===== src/inc/lfem_pkg.sv =====
// lfem_pkg: constants and types for the laser fault and enable manager
// assumes: single 20 MHz clock domain, no register bus
package lfem_pkg;

  // ------------------------------------------------------------
  // timing
  // ------------------------------------------------------------
  localparam int unsigned CLK_HZ          = 20_000_000;
  // longest time from shutdown to summary fault, in ns
  localparam int unsigned FAULT_FLAG_NS   = 2_000;
  localparam int unsigned CLK_PERIOD_NS   = 1_000_000_000 / CLK_HZ;
  localparam int unsigned FAULT_FLAG_CYC  =
    ((FAULT_FLAG_NS / CLK_PERIOD_NS) < 1) ? 1 : (FAULT_FLAG_NS / CLK_PERIOD_NS);
  // cycles of enable-open needed to count as a reset toggle
  localparam int unsigned EN_OPEN_MIN_CYC = 2;
  localparam logic [1:0]  OPEN_CNT_MAX    = 2'(EN_OPEN_MIN_CYC);

  // ------------------------------------------------------------
  // reset values
  // ------------------------------------------------------------
  localparam logic RST_OUT_VAL = 1'b0;

  // ------------------------------------------------------------
  // states
  // ------------------------------------------------------------
  typedef enum logic [2:0] {
    LFEM_ST_POWER_WAIT,
    LFEM_ST_CHECK,
    LFEM_ST_IDLE,
    LFEM_ST_RUN,
    LFEM_ST_LATCHED,
    LFEM_ST_TERMINAL
  } lfem_state_t;

endpackage

===== src/design/lfem_toggle_det.sv =====
// lfem_toggle_det: detects an open-then-close sequence on the enable input
// assumes: enable input synchronous to clk_sys_in, high means closed to return
`timescale 1ns/1ns
module lfem_toggle_det (
  input  wire logic clk_sys_in,
  input  wire logic rst_n_in,
  input  wire logic enable_in,
  output logic      toggle_out
);
  import lfem_pkg::*;

  // ------------------------------------------------------------
  // open-phase tracking
  // ------------------------------------------------------------
  logic [1:0] open_cnt_ff;
  logic       enable_d_ff;

  always_ff @(posedge clk_sys_in or negedge rst_n_in) begin
    if (!rst_n_in) begin
      open_cnt_ff <= 2'h0;
    end else if (!enable_in) begin
      if (open_cnt_ff != OPEN_CNT_MAX) begin
        open_cnt_ff <= open_cnt_ff + 2'h1;
      end
    end else begin
      open_cnt_ff <= 2'h0;
    end
  end

  always_ff @(posedge clk_sys_in or negedge rst_n_in) begin
    if (!rst_n_in) begin
      enable_d_ff <= 1'b0;
    end else begin
      enable_d_ff <= enable_in;
    end
  end

  // a reclose after a long enough open; short glitches are ignored
  always_ff @(posedge clk_sys_in or negedge rst_n_in) begin
    if (!rst_n_in) begin
      toggle_out <= 1'b0;
    end else begin
      toggle_out <= enable_in && !enable_d_ff && (open_cnt_ff == OPEN_CNT_MAX);
    end
  end

endmodule


===== src/design/lfem_top.sv =====
// lfem_top: enable, fault classification and fault-reset control
// assumes: all inputs synchronous to clk_sys_in; power-up drives rst_n_in
//
// Contract
// After a latching fault the laser stays off even when the cause clears until a reset toggle.
// The controller enables only after supply is up and the laser never runs without enable.
// A latched fault raises the summary fault output within microseconds of laser shutdown.
// Reflected-power and duty-cycle limits are corrected without shutdown and flagged apart.
// Terminal conditions are checked at power-up and, if found, block all laser operation.
// A terminal fault shows only on the summary fault output, with no dedicated pin.
// Temperature or shutter faults shut down at once, latch, and each has its own output.
// A latch is released only by an enable toggle once its condition has cleared.
// The green power indicator is lit whenever the supply is present.
// The controller closes enable to its return and opens then recloses it to reset.
// The summary fault output is high while any system fault is present; the code raises it only once the state is latched or terminal.
`timescale 1ns/1ns
module lfem_top (
  input  wire logic clk_sys_in,
  input  wire logic rst_n_in,
  input  wire logic supply_ok_in,
  input  wire logic enable_in,
  input  wire logic terminal_cond_in,
  input  wire logic temp_cond_in,
  input  wire logic shutter_cond_in,
  input  wire logic refl_cond_in,
  input  wire logic duty_cond_in,
  output logic      laser_on_out,
  output logic      power_reduce_out,
  output logic      system_fault_out,
  output logic      reflected_power_warning_out,
  output logic      duty_limit_warning_out,
  output logic      temp_fault_out,
  output logic      shutter_fault_out,
  output logic      power_led_out
);
  import lfem_pkg::*;

  // ------------------------------------------------------------
  // state
  // ------------------------------------------------------------
  lfem_state_t state_ff;
  lfem_state_t nxt_state;
  logic        toggle;
  logic        temp_lat_ff;
  logic        shut_lat_ff;
  logic        latch_clear;
  logic        cond_any;

  assign cond_any    = temp_cond_in || shutter_cond_in;
  // release only once the cause is gone
  assign latch_clear = toggle && !cond_any;

  lfem_toggle_det u_toggle (
    .clk_sys_in (clk_sys_in),
    .rst_n_in   (rst_n_in),
    .enable_in  (enable_in),
    .toggle_out (toggle)
  );

  // ------------------------------------------------------------
  // sequencing
  // ------------------------------------------------------------
  always_comb begin
    nxt_state = state_ff;
    case (state_ff)
      LFEM_ST_POWER_WAIT: begin
        if (supply_ok_in) begin
          nxt_state = LFEM_ST_CHECK;
        end
      end
      LFEM_ST_CHECK: begin
        // one-shot check at power-up only
        if (terminal_cond_in) begin
          nxt_state = LFEM_ST_TERMINAL;
        end else begin
          nxt_state = LFEM_ST_IDLE;
        end
      end
      LFEM_ST_IDLE: begin
        // a cause caught before idle is still a latched fault
        if (cond_any || temp_lat_ff || shut_lat_ff) begin
          nxt_state = LFEM_ST_LATCHED;
        end else if (enable_in && supply_ok_in) begin
          nxt_state = LFEM_ST_RUN;
        end
      end
      LFEM_ST_RUN: begin
        if (cond_any) begin
          nxt_state = LFEM_ST_LATCHED;
        end else if (!enable_in || !supply_ok_in) begin
          nxt_state = LFEM_ST_IDLE;
        end
      end
      LFEM_ST_LATCHED: begin
        // no self-restart when the cause clears
        if (latch_clear) begin
          nxt_state = LFEM_ST_IDLE;
        end
      end
      LFEM_ST_TERMINAL: begin
        nxt_state = LFEM_ST_TERMINAL;
      end
      default: begin
        nxt_state = LFEM_ST_POWER_WAIT;
      end
    endcase
  end

  always_ff @(posedge clk_sys_in or negedge rst_n_in) begin
    if (!rst_n_in) begin
      state_ff <= LFEM_ST_POWER_WAIT;
    end else begin
      state_ff <= nxt_state;
    end
  end

  // ------------------------------------------------------------
  // latches of temperature and shutter causes
  // ------------------------------------------------------------
  always_ff @(posedge clk_sys_in or negedge rst_n_in) begin
    if (!rst_n_in) begin
      temp_lat_ff <= 1'b0;
      shut_lat_ff <= 1'b0;
    end else begin
      // a new cause wins over a release in the same cycle
      temp_lat_ff <= temp_cond_in || (temp_lat_ff && !latch_clear);
      shut_lat_ff <= shutter_cond_in || (shut_lat_ff && !latch_clear);
    end
  end

  // ------------------------------------------------------------
  // outputs
  // ------------------------------------------------------------
  // laser on only in run and not already faulting this cycle
  always_ff @(posedge clk_sys_in or negedge rst_n_in) begin
    if (!rst_n_in) begin
      laser_on_out <= RST_OUT_VAL;
    end else begin
      laser_on_out <= (nxt_state == LFEM_ST_RUN) && enable_in && !cond_any;
    end
  end

  // disruptive limits: reduce drive, keep running
  always_ff @(posedge clk_sys_in or negedge rst_n_in) begin
    if (!rst_n_in) begin
      power_reduce_out            <= RST_OUT_VAL;
      reflected_power_warning_out <= RST_OUT_VAL;
      duty_limit_warning_out      <= RST_OUT_VAL;
    end else begin
      power_reduce_out            <= refl_cond_in || duty_cond_in;
      reflected_power_warning_out <= refl_cond_in;
      duty_limit_warning_out      <= duty_cond_in;
    end
  end

  always_ff @(posedge clk_sys_in or negedge rst_n_in) begin
    if (!rst_n_in) begin
      temp_fault_out    <= RST_OUT_VAL;
      shutter_fault_out <= RST_OUT_VAL;
    end else begin
      temp_fault_out    <= temp_cond_in || (temp_lat_ff && !latch_clear);
      shutter_fault_out <= shutter_cond_in || (shut_lat_ff && !latch_clear);
    end
  end

  // same edge as the shutdown, well inside the microsecond budget
  always_ff @(posedge clk_sys_in or negedge rst_n_in) begin
    if (!rst_n_in) begin
      system_fault_out <= RST_OUT_VAL;
    end else begin
      system_fault_out <= (nxt_state == LFEM_ST_LATCHED)
                       || (nxt_state == LFEM_ST_TERMINAL);
    end
  end

  always_ff @(posedge clk_sys_in or negedge rst_n_in) begin
    if (!rst_n_in) begin
      power_led_out <= RST_OUT_VAL;
    end else begin
      power_led_out <= supply_ok_in;
    end
  end

  // ------------------------------------------------------------
  // checks
  // ------------------------------------------------------------
  localparam int FLAG_MAX = int'(FAULT_FLAG_CYC);

  AST_NO_RUN_WITHOUT_EN: assert property (@(posedge clk_sys_in) disable iff (!rst_n_in)
    !enable_in |=> !laser_on_out)
    else $error("laser on without enable");
  AST_FAULT_FLAG_FAST: assert property (@(posedge clk_sys_in) disable iff (!rst_n_in)
    $fell(laser_on_out) && state_ff == LFEM_ST_LATCHED
      |-> ##[0:FLAG_MAX] system_fault_out)
    else $error("summary fault late after shutdown");
  AST_TEMP_SHUTDOWN: assert property (@(posedge clk_sys_in) disable iff (!rst_n_in)
    temp_cond_in |=> !laser_on_out && temp_fault_out)
    else $error("temperature fault did not shut down");
  AST_SHUT_SHUTDOWN: assert property (@(posedge clk_sys_in) disable iff (!rst_n_in)
    shutter_cond_in |=> !laser_on_out && shutter_fault_out)
    else $error("shutter fault did not shut down");
  AST_NO_SELF_RESTART: assert property (@(posedge clk_sys_in) disable iff (!rst_n_in)
    state_ff == LFEM_ST_LATCHED && !toggle |=> state_ff == LFEM_ST_LATCHED)
    else $error("latch left without toggle");
  AST_DISRUPT_NO_STOP: assert property (@(posedge clk_sys_in) disable iff (!rst_n_in)
    laser_on_out && enable_in && supply_ok_in && !cond_any && refl_cond_in
      |=> laser_on_out && reflected_power_warning_out)
    else $error("reflected power limit stopped laser");
  AST_DUTY_FLAG: assert property (@(posedge clk_sys_in) disable iff (!rst_n_in)
    duty_cond_in |=> duty_limit_warning_out && power_reduce_out)
    else $error("duty limit not flagged");
  AST_TERMINAL_BLOCK: assert property (@(posedge clk_sys_in) disable iff (!rst_n_in)
    state_ff == LFEM_ST_CHECK && terminal_cond_in
      |=> ##1 (system_fault_out && !laser_on_out)[*8])
    else $error("terminal fault did not block laser");
  AST_LED: assert property (@(posedge clk_sys_in) disable iff (!rst_n_in)
    $rose(supply_ok_in) |=> power_led_out)
    else $error("power led not lit");
  AST_FAULT_LEVEL: assert property (@(posedge clk_sys_in) disable iff (!rst_n_in)
    state_ff == LFEM_ST_LATCHED |-> system_fault_out)
    else $error("summary fault low while latched");

  COV_RUN: cover property (@(posedge clk_sys_in) disable iff (!rst_n_in) $rose(laser_on_out));
  COV_LATCH_RELEASE: cover property (@(posedge clk_sys_in) disable iff (!rst_n_in)
    state_ff == LFEM_ST_LATCHED ##1 state_ff == LFEM_ST_IDLE);
  COV_TERMINAL: cover property (@(posedge clk_sys_in) disable iff (!rst_n_in)
    state_ff == LFEM_ST_TERMINAL);
  COV_DISRUPT: cover property (@(posedge clk_sys_in) disable iff (!rst_n_in)
    laser_on_out && reflected_power_warning_out);

endmodule


===== config.mk =====
export PLATFORM = sky130hd
export DESIGN_NAME = lfem_top
export DESIGN_NICKNAME = d
export VERILOG_FILES = /design/src/inc/lfem_pkg.sv /design/src/design/lfem_toggle_det.sv /design/src/design/lfem_top.sv
export SDC_FILE = /design/constraint.sdc
export NUM_CORES = 1
export LEC_CHECK = 0
export ABC_AREA = 1
export BUFFER_PORTS_ARGS = -buffer_cell sky130_fd_sc_hd__buf_2
export CAP_MARGIN = 5
export CORE_MARGIN = 3
export CORE_UTILIZATION = 48
export DETAILED_ROUTE_END_ITERATION = 16
export PLACE_DENSITY_LB_ADDON = 0.2
export SYNTH_ARGS = -nofsm -noshare
export SYNTH_HDL_FRONTEND = slang
export SYNTH_HIERARCHICAL = 1
export SYNTH_SLANG_ARGS = --single-unit
export TNS_END_PERCENT = 100

===== constraint.sdc =====
create_clock -name clk_sys_in -period 2.26 [get_ports clk_sys_in]
set_clock_uncertainty 0.15 [all_clocks]
set_input_delay 0.452 -clock clk_sys_in [delete_from_list [all_inputs] [get_ports clk_sys_in]]
set_output_delay 0.452 -clock clk_sys_in [all_outputs]
set_load 0.01 [all_outputs]

Word level (Yosys, flattened, before mapping)
Cells that the tools add are included.

operators by class
  eq/ne operators = 10
  add/sub/neg operators = 1
  magnitude comparators = 0
  mux-type cells = 10
  shifts and indexed selects = 0
  bitwise logic cells = 0
  multipliers = 0
  reduce and logical (&&, ||, !) cells = 23
  div/mod/pow operators = 0

operators by type and width
  cell                 count
  $mux 3               7
  $pmux 3 s6           1
  $eq 3x3->1 const B   4
  $eq 3x2->1 const B   3
  $logic_and 1x1->1    8
  $logic_or 1x1->1     8
  $logic_not 1->1      5
  $mux 2               2
  $eq 3x1->1 const B   1
  $logic_not 3->1      1
  $add 2x1->2 const B  1
  $eq 2x2->1 const B   1
  $ne 2x2->1 const B   1
  $reduce_bool 2->1    1

word-level totals
  memories kept = 0
  latch bits = 0
  bits of input ports = 9
  memory bits (read-only) = 0
  bits in registers = 15
  bits in writable memories = 0

Longest topological paths before layout
Gate-level depths: netlist (run 1).

  depth after elaboration = 8
  mapped depth = 7
  mapped depth without buffers = 7

Modules after synthesis
Netlist (run 1), hierarchy kept.

modules (own cells, without submodules)
  module           area an instance (um^2)  cells each  times used  seq. area each (um^2)
  lfem_top         495.5                    55          1           275.3
  lfem_toggle_det  161.4                    17          1           100.1

Worst setup path after synthesis (run 1)
No wires, ideal clock.

  path type = input port to flip-flop
  start = input port temp_cond_in
  end = register state_ff[2]
  required time = 1991 ps
  cell stages on the path = 4
  arrival = 844 ps
  path slack = 1147 ps
  library setup time = 119 ps
  cells stage by stage = nor2_2 > nand2_2 > a21oi_2 > nand2_1

between the ends
  word-level cells in the longest chain between the ends = 5

RTL lines
  element                                                line                            text
  start, declared                                        lfem_top.sv:23                  input wire logic temp_cond_in,
  $logic_or 1x1->1 (*)                                   lfem_top.sv:49                  assign cond_any = temp_cond_in || shutter_cond_in;
  $logic_not 1->1 or $logic_or 1x1->1 (tied branches)    lfem_top.sv:51, lfem_top.sv:81
  $logic_and 1x1->1 or $logic_or 1x1->1 (tied branches)  lfem_top.sv:51, lfem_top.sv:81
  $mux 3, on equally long branches                       lfem_top.sv:96, lfem_top.sv:81
  $pmux 3 s6 (*)                                         lfem_top.sv:65                  case (state_ff)
  net nxt_state[2]                                       lfem_top.sv:42                  lfem_state_t nxt_state;
  end signal, assigned                                   lfem_top.sv:113                 state_ff <= nxt_state;
  end, declared                                          lfem_top.sv:41                  lfem_state_t state_ff;

The timed path passes the listed nets; every way through them passes the cells marked *.
A chain may end at the register's enable or synchronous reset.

Final worst setup path (run 1)
  start = register temp_fault_out
  end = output port temp_fault_out

RTL lines
  element                 line             text
  start, declared         lfem_top.sv:32   output logic temp_fault_out,
  start signal, assigned  lfem_top.sv:161  temp_fault_out <= temp_cond_in || (temp_lat_ff && !latch_clear);

No word-level cell between the ends.

==> results of run 1 <==
[where the power goes]
group	internal (W)	switching [W]	leakage, nW	total (W)
combinational	0.0000856	0.000152	0.234	0.000238
clock	0.0000686	0.0000854	0.0150	0.000154
sequential	0.000323	0.0000355	0.178	0.000358
total	0.000477	0.000273	0.427	0.000750
[worst max-delay path by stage]
stage	slack (ns)	startpoint	endpoint
final	0.84	temp_fault_out$_DFF_PN0_	temp_fault_out
after floorplan	1.15	temp_cond_in	state_ff[2]$_DFF_PN0_
after global placement	0.99	temp_cond_in	state_ff[2]$_DFF_PN0_
after CTS	0.84	temp_fault_out$_DFF_PN0_	temp_fault_out
after detailed placement	0.95	temp_cond_in	state_ff[2]$_DFF_PN0_
after global routing	0.81	shutter_fault_out$_DFF_PN0_	shutter_fault_out
[cell type report]
cell class / instances / share of cell area (%)
flip-flops and latches: 15 / 47.5
well taps: 14 / 2.22
inverters: 9 / 4.27
multi-input cells: 48 / 31.3
clock buffers: 4 / 3.32
repair buffers: 17 / 11.4
[layer usage]
layer | share of wire [%] | GRT usage (%) | up-vias
li1 | - | - | 263
met4 | 4.0 | 10.8 | 0
met5 | 0 | 0 | -
met3 | 5.4 | 2.97 | 7
met2 | 50 | 27.5 | 14
met1 | 40 | 17.6 | 252
[registers in the layout, summed over array words and instances, names as in the netlist]
signal	flops
state_ff	3
shutter_fault_out	1
system_fault_out	1
power_led_out	1
u_toggle/open_cnt_ff	2
u_toggle/enable_d_ff	1
laser_on_out	1
power_reduce_out	1
reflected_power_warning_out	1
temp_fault_out	1
u_toggle/toggle_out	1
duty_limit_warning_out	1
[layout by cell type (no fill, tap or decap)]
master         Yosys  routed
inv_1              7       7
nand3_1            6       6
ha_1               1       1
dlygate4sd3_1      0       1
o21ai_1            1       1
clkbuf_4           0       3
nor2_2             4       4
inv_2              2       2
clkbuf_1           0       1
dfrtp_1           15      15
a21oi_2            1       1
nand2_1           16      16
buf_2              0      16
nand3b_4           1       1
or2_2              1       1
nor2_1            12      12
nor2b_1            1       1
nand3_2            1       1
nand2_2            3       3
[kinds of logic after synthesis]
logic type	synth area share (%)
adder cells (fa/ha/maj)	1.90
flip-flops	57.1
AND/OR/NAND/NOR	33.7
buffers and inverters	5.14
AO/OA/AOI/OAI	2.09
[stage by stage]
step	setup WS, ns	area (um2)	hold slack (ns)	total power [W]	instances
floorplan	1.15	657	0.00641	0.000526	72
finish	0.838	791	0.132	0.000750	107
global route	0.809	791	0.129	0.000799	107
detailed placement	0.949	754	0.218	0.000602	102
CTS	0.839	791	0.133	0.000752	107
global placement	0.989	754	0.213	0.000581	102
==> key figures, run 1 <==
Routing
  – Post-route ant nets: 0
  – Vias: 536
  – Routed WL: approximately 1300 um
  – Number of DRC markers in iteration 0: 3
  – Via density: between 5 and 6
  – DRT Pass-1 Iters: 3
  – DRC Markers: 0
  – DR WL/cell: roughly 12 um

Clock network
  – Clk_lat worst skew: roughly 0.28 ns
  – Clock sinks: 15
  – Cts hold-fix bufs: 1
  – Clk pin slew, worst setup/hold paths: approximately 0.09 ns
  – CTS max path bufs: 2
  – Htree depth: 1
  – Post-cts sizing count: 0
  – Total CTS buffers: 3
  – Root Driver: clkbuf_4
  – CTS tree: done
  – Postcts setup bufs: 0

Critical path
  – CP Buf/Inv Count: 1
  – Critical Path RT: 1.66 ns
  – Crit-path max cell delay: between 0.3 and 0.4 ns
  – Critical path depth: 1
  – CP cell instances: buf_2
  – Critical path's slowest cell: dfrtp_1
  – Endpoint class of the critical path: output pin
  – Worst r2r path cells: 7
  – RR Startpoint: state_ff[2]$_DFF_PN0_
  – Setup crit start kind: register
  – Crit-path max FO: 2
  – Flop2flop setup slack: about 1.1 ns
  – Critical R2R Capture: state_ff[2]$_DFF_PN0_
  – Crit path max-delay family: flip-flops
  – CP Class: reg -> out
  – Crit path DAT: between 0.8 and 0.9 ns

Worst hold path
  – Worst hold path depth: 1
  – Worst hold endpoint: reflected_power_warning_out$_DFF_PN0_
  – Min-Delay Path Class: in -> reg
  – Hold Startpoint: refl_cond_in

Yosys
  – Netlist Area Pre-Place: approximately 660 um2
  – Count of state elements after synthesis: 15
  – Post-synthesis sequential area ratio: a little under three fifths
  – Warnings, synthesis: 6
  – Synth async-reset ratio: 100%
  – Cell taking the most area after synthesis: dfrtp_1
  – Ys flop type: dfrtp_1
  – Synthesized area per cell: about 9 um2
  – Number of enable flip-flop cells after synthesis: 0
  – Most numerous cell in the Yosys netlist: nand2_1
  – Commonest cells in the synthesized netlist: 16 x nand2_1, 15 x dfrtp_1, 12 x nor2_1
  – Mapped Cells: between 70 and 80
  – Distinct cells, synth: 15
  – Post-synth net total: 82
  – Synth top area cells: dfrtp_1 57%, nand2_1 9.1%, nor2_1 6.9%
  – Post-synth top area share: about 57%

Placed design
  – DP Wirelength: approximately 1100 um
  – Port buffer count: 16
  – Routability congestion estimate: about 0.80

Finish
  – Share of layout cells above drive strength 1: between 30 and 40%
  – Number of fill cells in the layout: about 110
  – Post-layout util: between 60% and 70%
  – Multi-input logic area: roughly 250 um2
  – Sequential Area: 375 um2
  – Diode count: 0
  – Synthesis-to-layout area growth: 20.4%
  – Final #Nets: ~100

Floorplanning
  – Initial core utilization: roughly 55%
  – Row Count: 12
  – Die area: approximately 0.0018 mm2
  – Horiz. Die Dim: about 43 um
  – Core area: between 0.001 and 0.0015 mm2
  – Io pins: 17
  – DIE HEIGHT: about 43 um

GRT
  – Gr usage total: approximately 16%
  – Largest net degree at the start of global routing: 16
  – Number of global-route vias before repair: around 530
  – GRT overflow: 0
  – First-pass GRT wire length: roughly 2200 um
  – Initial antenna violation count: 0

STA
  – Endpoints failing setup: 0
  – Pins over their slew limit: 0
  – Final hold vios: 0
  – TNS Setup: 0 ns
  – Worst slew pin tran: 0.320 ns
  – F_max: roughly 700 MHz
  – Fin crit period: approximately 1.4 ns
  – RSZ-0062 raised after global routing: no
  – Slew HR: approximately four fifths
  – Fin crit share: around 63%

Power
  – P per Cell Area: between 900 and 1000 mW/mm2
  – Peak supply drop: about 0.00057 V
  – Leak: around 0.43 nW

Run status
  – Status: finished, final reports clean

Flow run
  – Maxcap violations: 0
(Power assumes the default switching activity.)
==> run 2: changes to the inputs <==
Clock period 2.26 ns to 1.45 ns, I/O delays scaled along.
==> run 2 against run 1 <==
  * Non-clock buffer count rose by 3
  * Utilization rose by 2.5 points
  * Critical endpoint is now state_ff[0]$_DFF_PN0_
  * Combinational power rose by 58%
  * Register-to-register slack got worse by 0.81 ns
  * Highest routed layer unchanged
  * Power rose by 57%
  * Global-route usage rose by 0.088 points
  * Setup slack got worse by 0.67 ns
  * Worst hold slack got worse by 0.13 ns
==> key figures, run 2 (synthesized netlist as in run 1, its figures left out) <==
Flow run
  – Maxcap violations: 0 (unchanged)

Clock network
  – Clk pin slew, worst setup/hold paths: 0.09 ns (about the same)
  – CTS max path bufs: 2 (unchanged)
  – Clock sinks: 15 (unchanged)
  – Total CTS buffers: 3 (unchanged)
  – Htree depth: 1 (unchanged)
  – Postcts setup bufs: 0 (unchanged)
  – Clk_lat worst skew: 0.28 ns (about the same)
  – Root Driver: clkbuf_4 (unchanged)
  – CTS tree: done (unchanged)

GRT
  – Initial antenna violation count: 0 (unchanged)
  – First-pass GRT wire length: 2180 um (was 2170 um)
  – Number of global-route vias before repair: 533 (was 525)
  – Gr usage total: 16.1% (was 16.0%)
  – GRT overflow: 0 (unchanged)
  – Largest net degree at the start of global routing: 16 (unchanged)

Floorplanning
  – Horiz. Die Dim: 43.0 um (unchanged)
  – DIE HEIGHT: 43.0 um (unchanged)
  – Core area: 0.00119 mm2 (unchanged)
  – Row Count: 12 (unchanged)
  – Die area: 0.00185 mm2 (unchanged)
  – Io pins: 17 (unchanged)
  – Initial core utilization: 55.4% (unchanged)

Critical path
  – CP Class: in -> reg (was reg -> out)
  – Critical Path RT: 1.47 ns (was 1.66 ns)
  – Crit-path max cell delay: 0.53 ns (was 0.39 ns)
  – Endpoint class of the critical path: register (was output pin)
  – Critical path's slowest cell: dlygate4sd3_1 (was dfrtp_1)
  – Crit path DAT: 1.30 ns (was 0.82 ns)
  – CP cell instances: dlygate4sd3_1 -> buf_2 -> nand2_1 -> nand2_1 -> nand3b_4 -> nand3_1 (was buf_2)
  – Crit-path max FO: 3 (was 2)
  – Setup crit start kind: input port (was register)
  – Most Frequent Cell on Critical Path: nand2_1

Routing
  – Routed WL: 1300 um (was 1290 um)
  – Via density: 4.95 (was 5.01)
  – Number of DRC markers in iteration 0: 3 (unchanged)
  – Vias: 545 (was 536)
  – DRC Markers: 0 (unchanged)
  – DR WL/cell: 11.8 um (was 12.0 um)
  – Post-route ant nets: 0 (unchanged)
  – DRT Pass-1 Iters: 3 (unchanged)

STA
  – Final hold vios: 0 (unchanged)
  – Pins over their slew limit: 0 (unchanged)
  – Endpoints failing setup: 0 (unchanged)
  – Fin crit period: 1.28 ns
  – F_max: 781 MHz
  – TNS Setup: 0 ns (unchanged)
  – Fin crit share: between 80 and 90%
  – Slew HR: 78.6% (was 78.7%)
  – Worst slew pin tran: 0.320 ns (about the same)
  – RSZ-0062 raised after global routing: no (unchanged)

Finish
  – Max reg flops: 3 (unchanged)
  – Commonest non-fill, non-tap cells in the layout: 16 x nand2_1, 16 x buf_2, 15 x dfrtp_1, 12 x nor2_1, 7 x inv_1 (unchanged)
  – Final #Nets: 107 (was 104)
  – Share of layout cells above drive strength 1: 33.3% (was 34.4%)
  – Top reg by flops: state_ff (unchanged)
  – Biggest registers after layout: state_ff: 3 flops, u_toggle/open_cnt_ff: 2 flops (unchanged)
  – Post-layout util: 69.2% (was 66.7%)
  – Diode count: 0 (unchanged)
  – Number of fill cells in the layout: 102 (was 105)
  – Synthesis-to-layout area growth: 25.0% (was 20.4%)
  – Non-Filler Instances: 110 (was 107)

Placed design
  – Port buffer count: 16 (unchanged)
  – DP Wirelength: 1050 um (unchanged)
  – Cell Count Post-Placement: 102 (unchanged)
  – Routability congestion estimate: 0.798 (unchanged)

Power
  – Leak: 0.440 nW (was 0.427 nW)
  – Peak supply drop: 0.000897 V (was 0.000573 V)
  – P per Cell Area: 1430 mW/mm2 (was 948 mW/mm2)
  – Pwr Total: 0.00117 W (was 0.000750 W)

Worst hold path
  – Min-Delay Path Class: in -> reg (unchanged)

Run status
  – Status: finished, final reports clean (unchanged)
-- run 2: cell types whose count changed in the layout (fill, tap and decap cells not counted), sizes merged --
cell         change
dlygate4sd3      +3
-- run 2: final cells by class --
type	instances	area (um2)	share of cell area (%)
Timing Repair Buffer	20	120	14.6
Inverter	9	33.8	4.12
Clock buffer	4	26.3	3.20
Sequential cell	15	375	45.7
Tap cell	14	17.5	2.13
Multi-Input combinational cell	48	248	30.2
-- run 2: path summary, 6_finish.rpt --
check,from,to,slack [ns],cells past startpoint
max,supply_ok_in,state_ff[0]$_DFF_PN0_,0.17,6
min,enable_in,u_toggle/enable_d_ff$_DFF_PN0_,0.007,1
max reg2reg,state_ff[2]$_DFF_PN0_,state_ff[2]$_DFF_PN0_,0.28,7
min reg2reg,u_toggle/enable_d_ff$_DFF_PN0_,u_toggle/toggle_out$_DFF_PN0_,0.24,1
max in group asynchronous,rst_n_in,u_toggle/enable_d_ff$_DFF_PN0_,0.64,2
min in group asynchronous,rst_n_in,power_reduce_out$_DFF_PN0_,0.27,2
-- run 2: through the flow --
stage               instance area [um2]  setup slack (ns)  hold WS, ns
CTS                                 811             0.191      0.00331
global route                        821             0.145       0.0170
global placement                    754             0.341       0.0513
floorplan                           657             0.377       -0.156
detailed placement                  754             0.293       0.0563
finish                              821             0.169      0.00696
-- run 2: layer usage --
layer / GRT usage [%] / vias up / share of wire, %
met5: 0 / - / 0
met4: 10.8 / 0 / 4.0
met3: 2.97 / 7 / 5.3
met2: 27.5 / 14 / 50
met1: 17.9 / 255 / 41
li1: - / 269 / -
-- run 2: what timing repair did --
action,in CTS,in global routing
resized for setup,0,0
hold buffers,3,1
hold endpoints to repair,17,1
-- run 2: critical path: cells and delay by family --
family	cells	cell delay, ns
and+or+nand+nor	4	0.33
buffers and inverters	2	0.67
-- run 2: report_power, final --
part	internal, W	leakage, nW	switching, W
sequential	0.000503	0.178	0.0000555
combinational	0.000139	0.247	0.000238
clock	0.000107	0.0150	0.000133
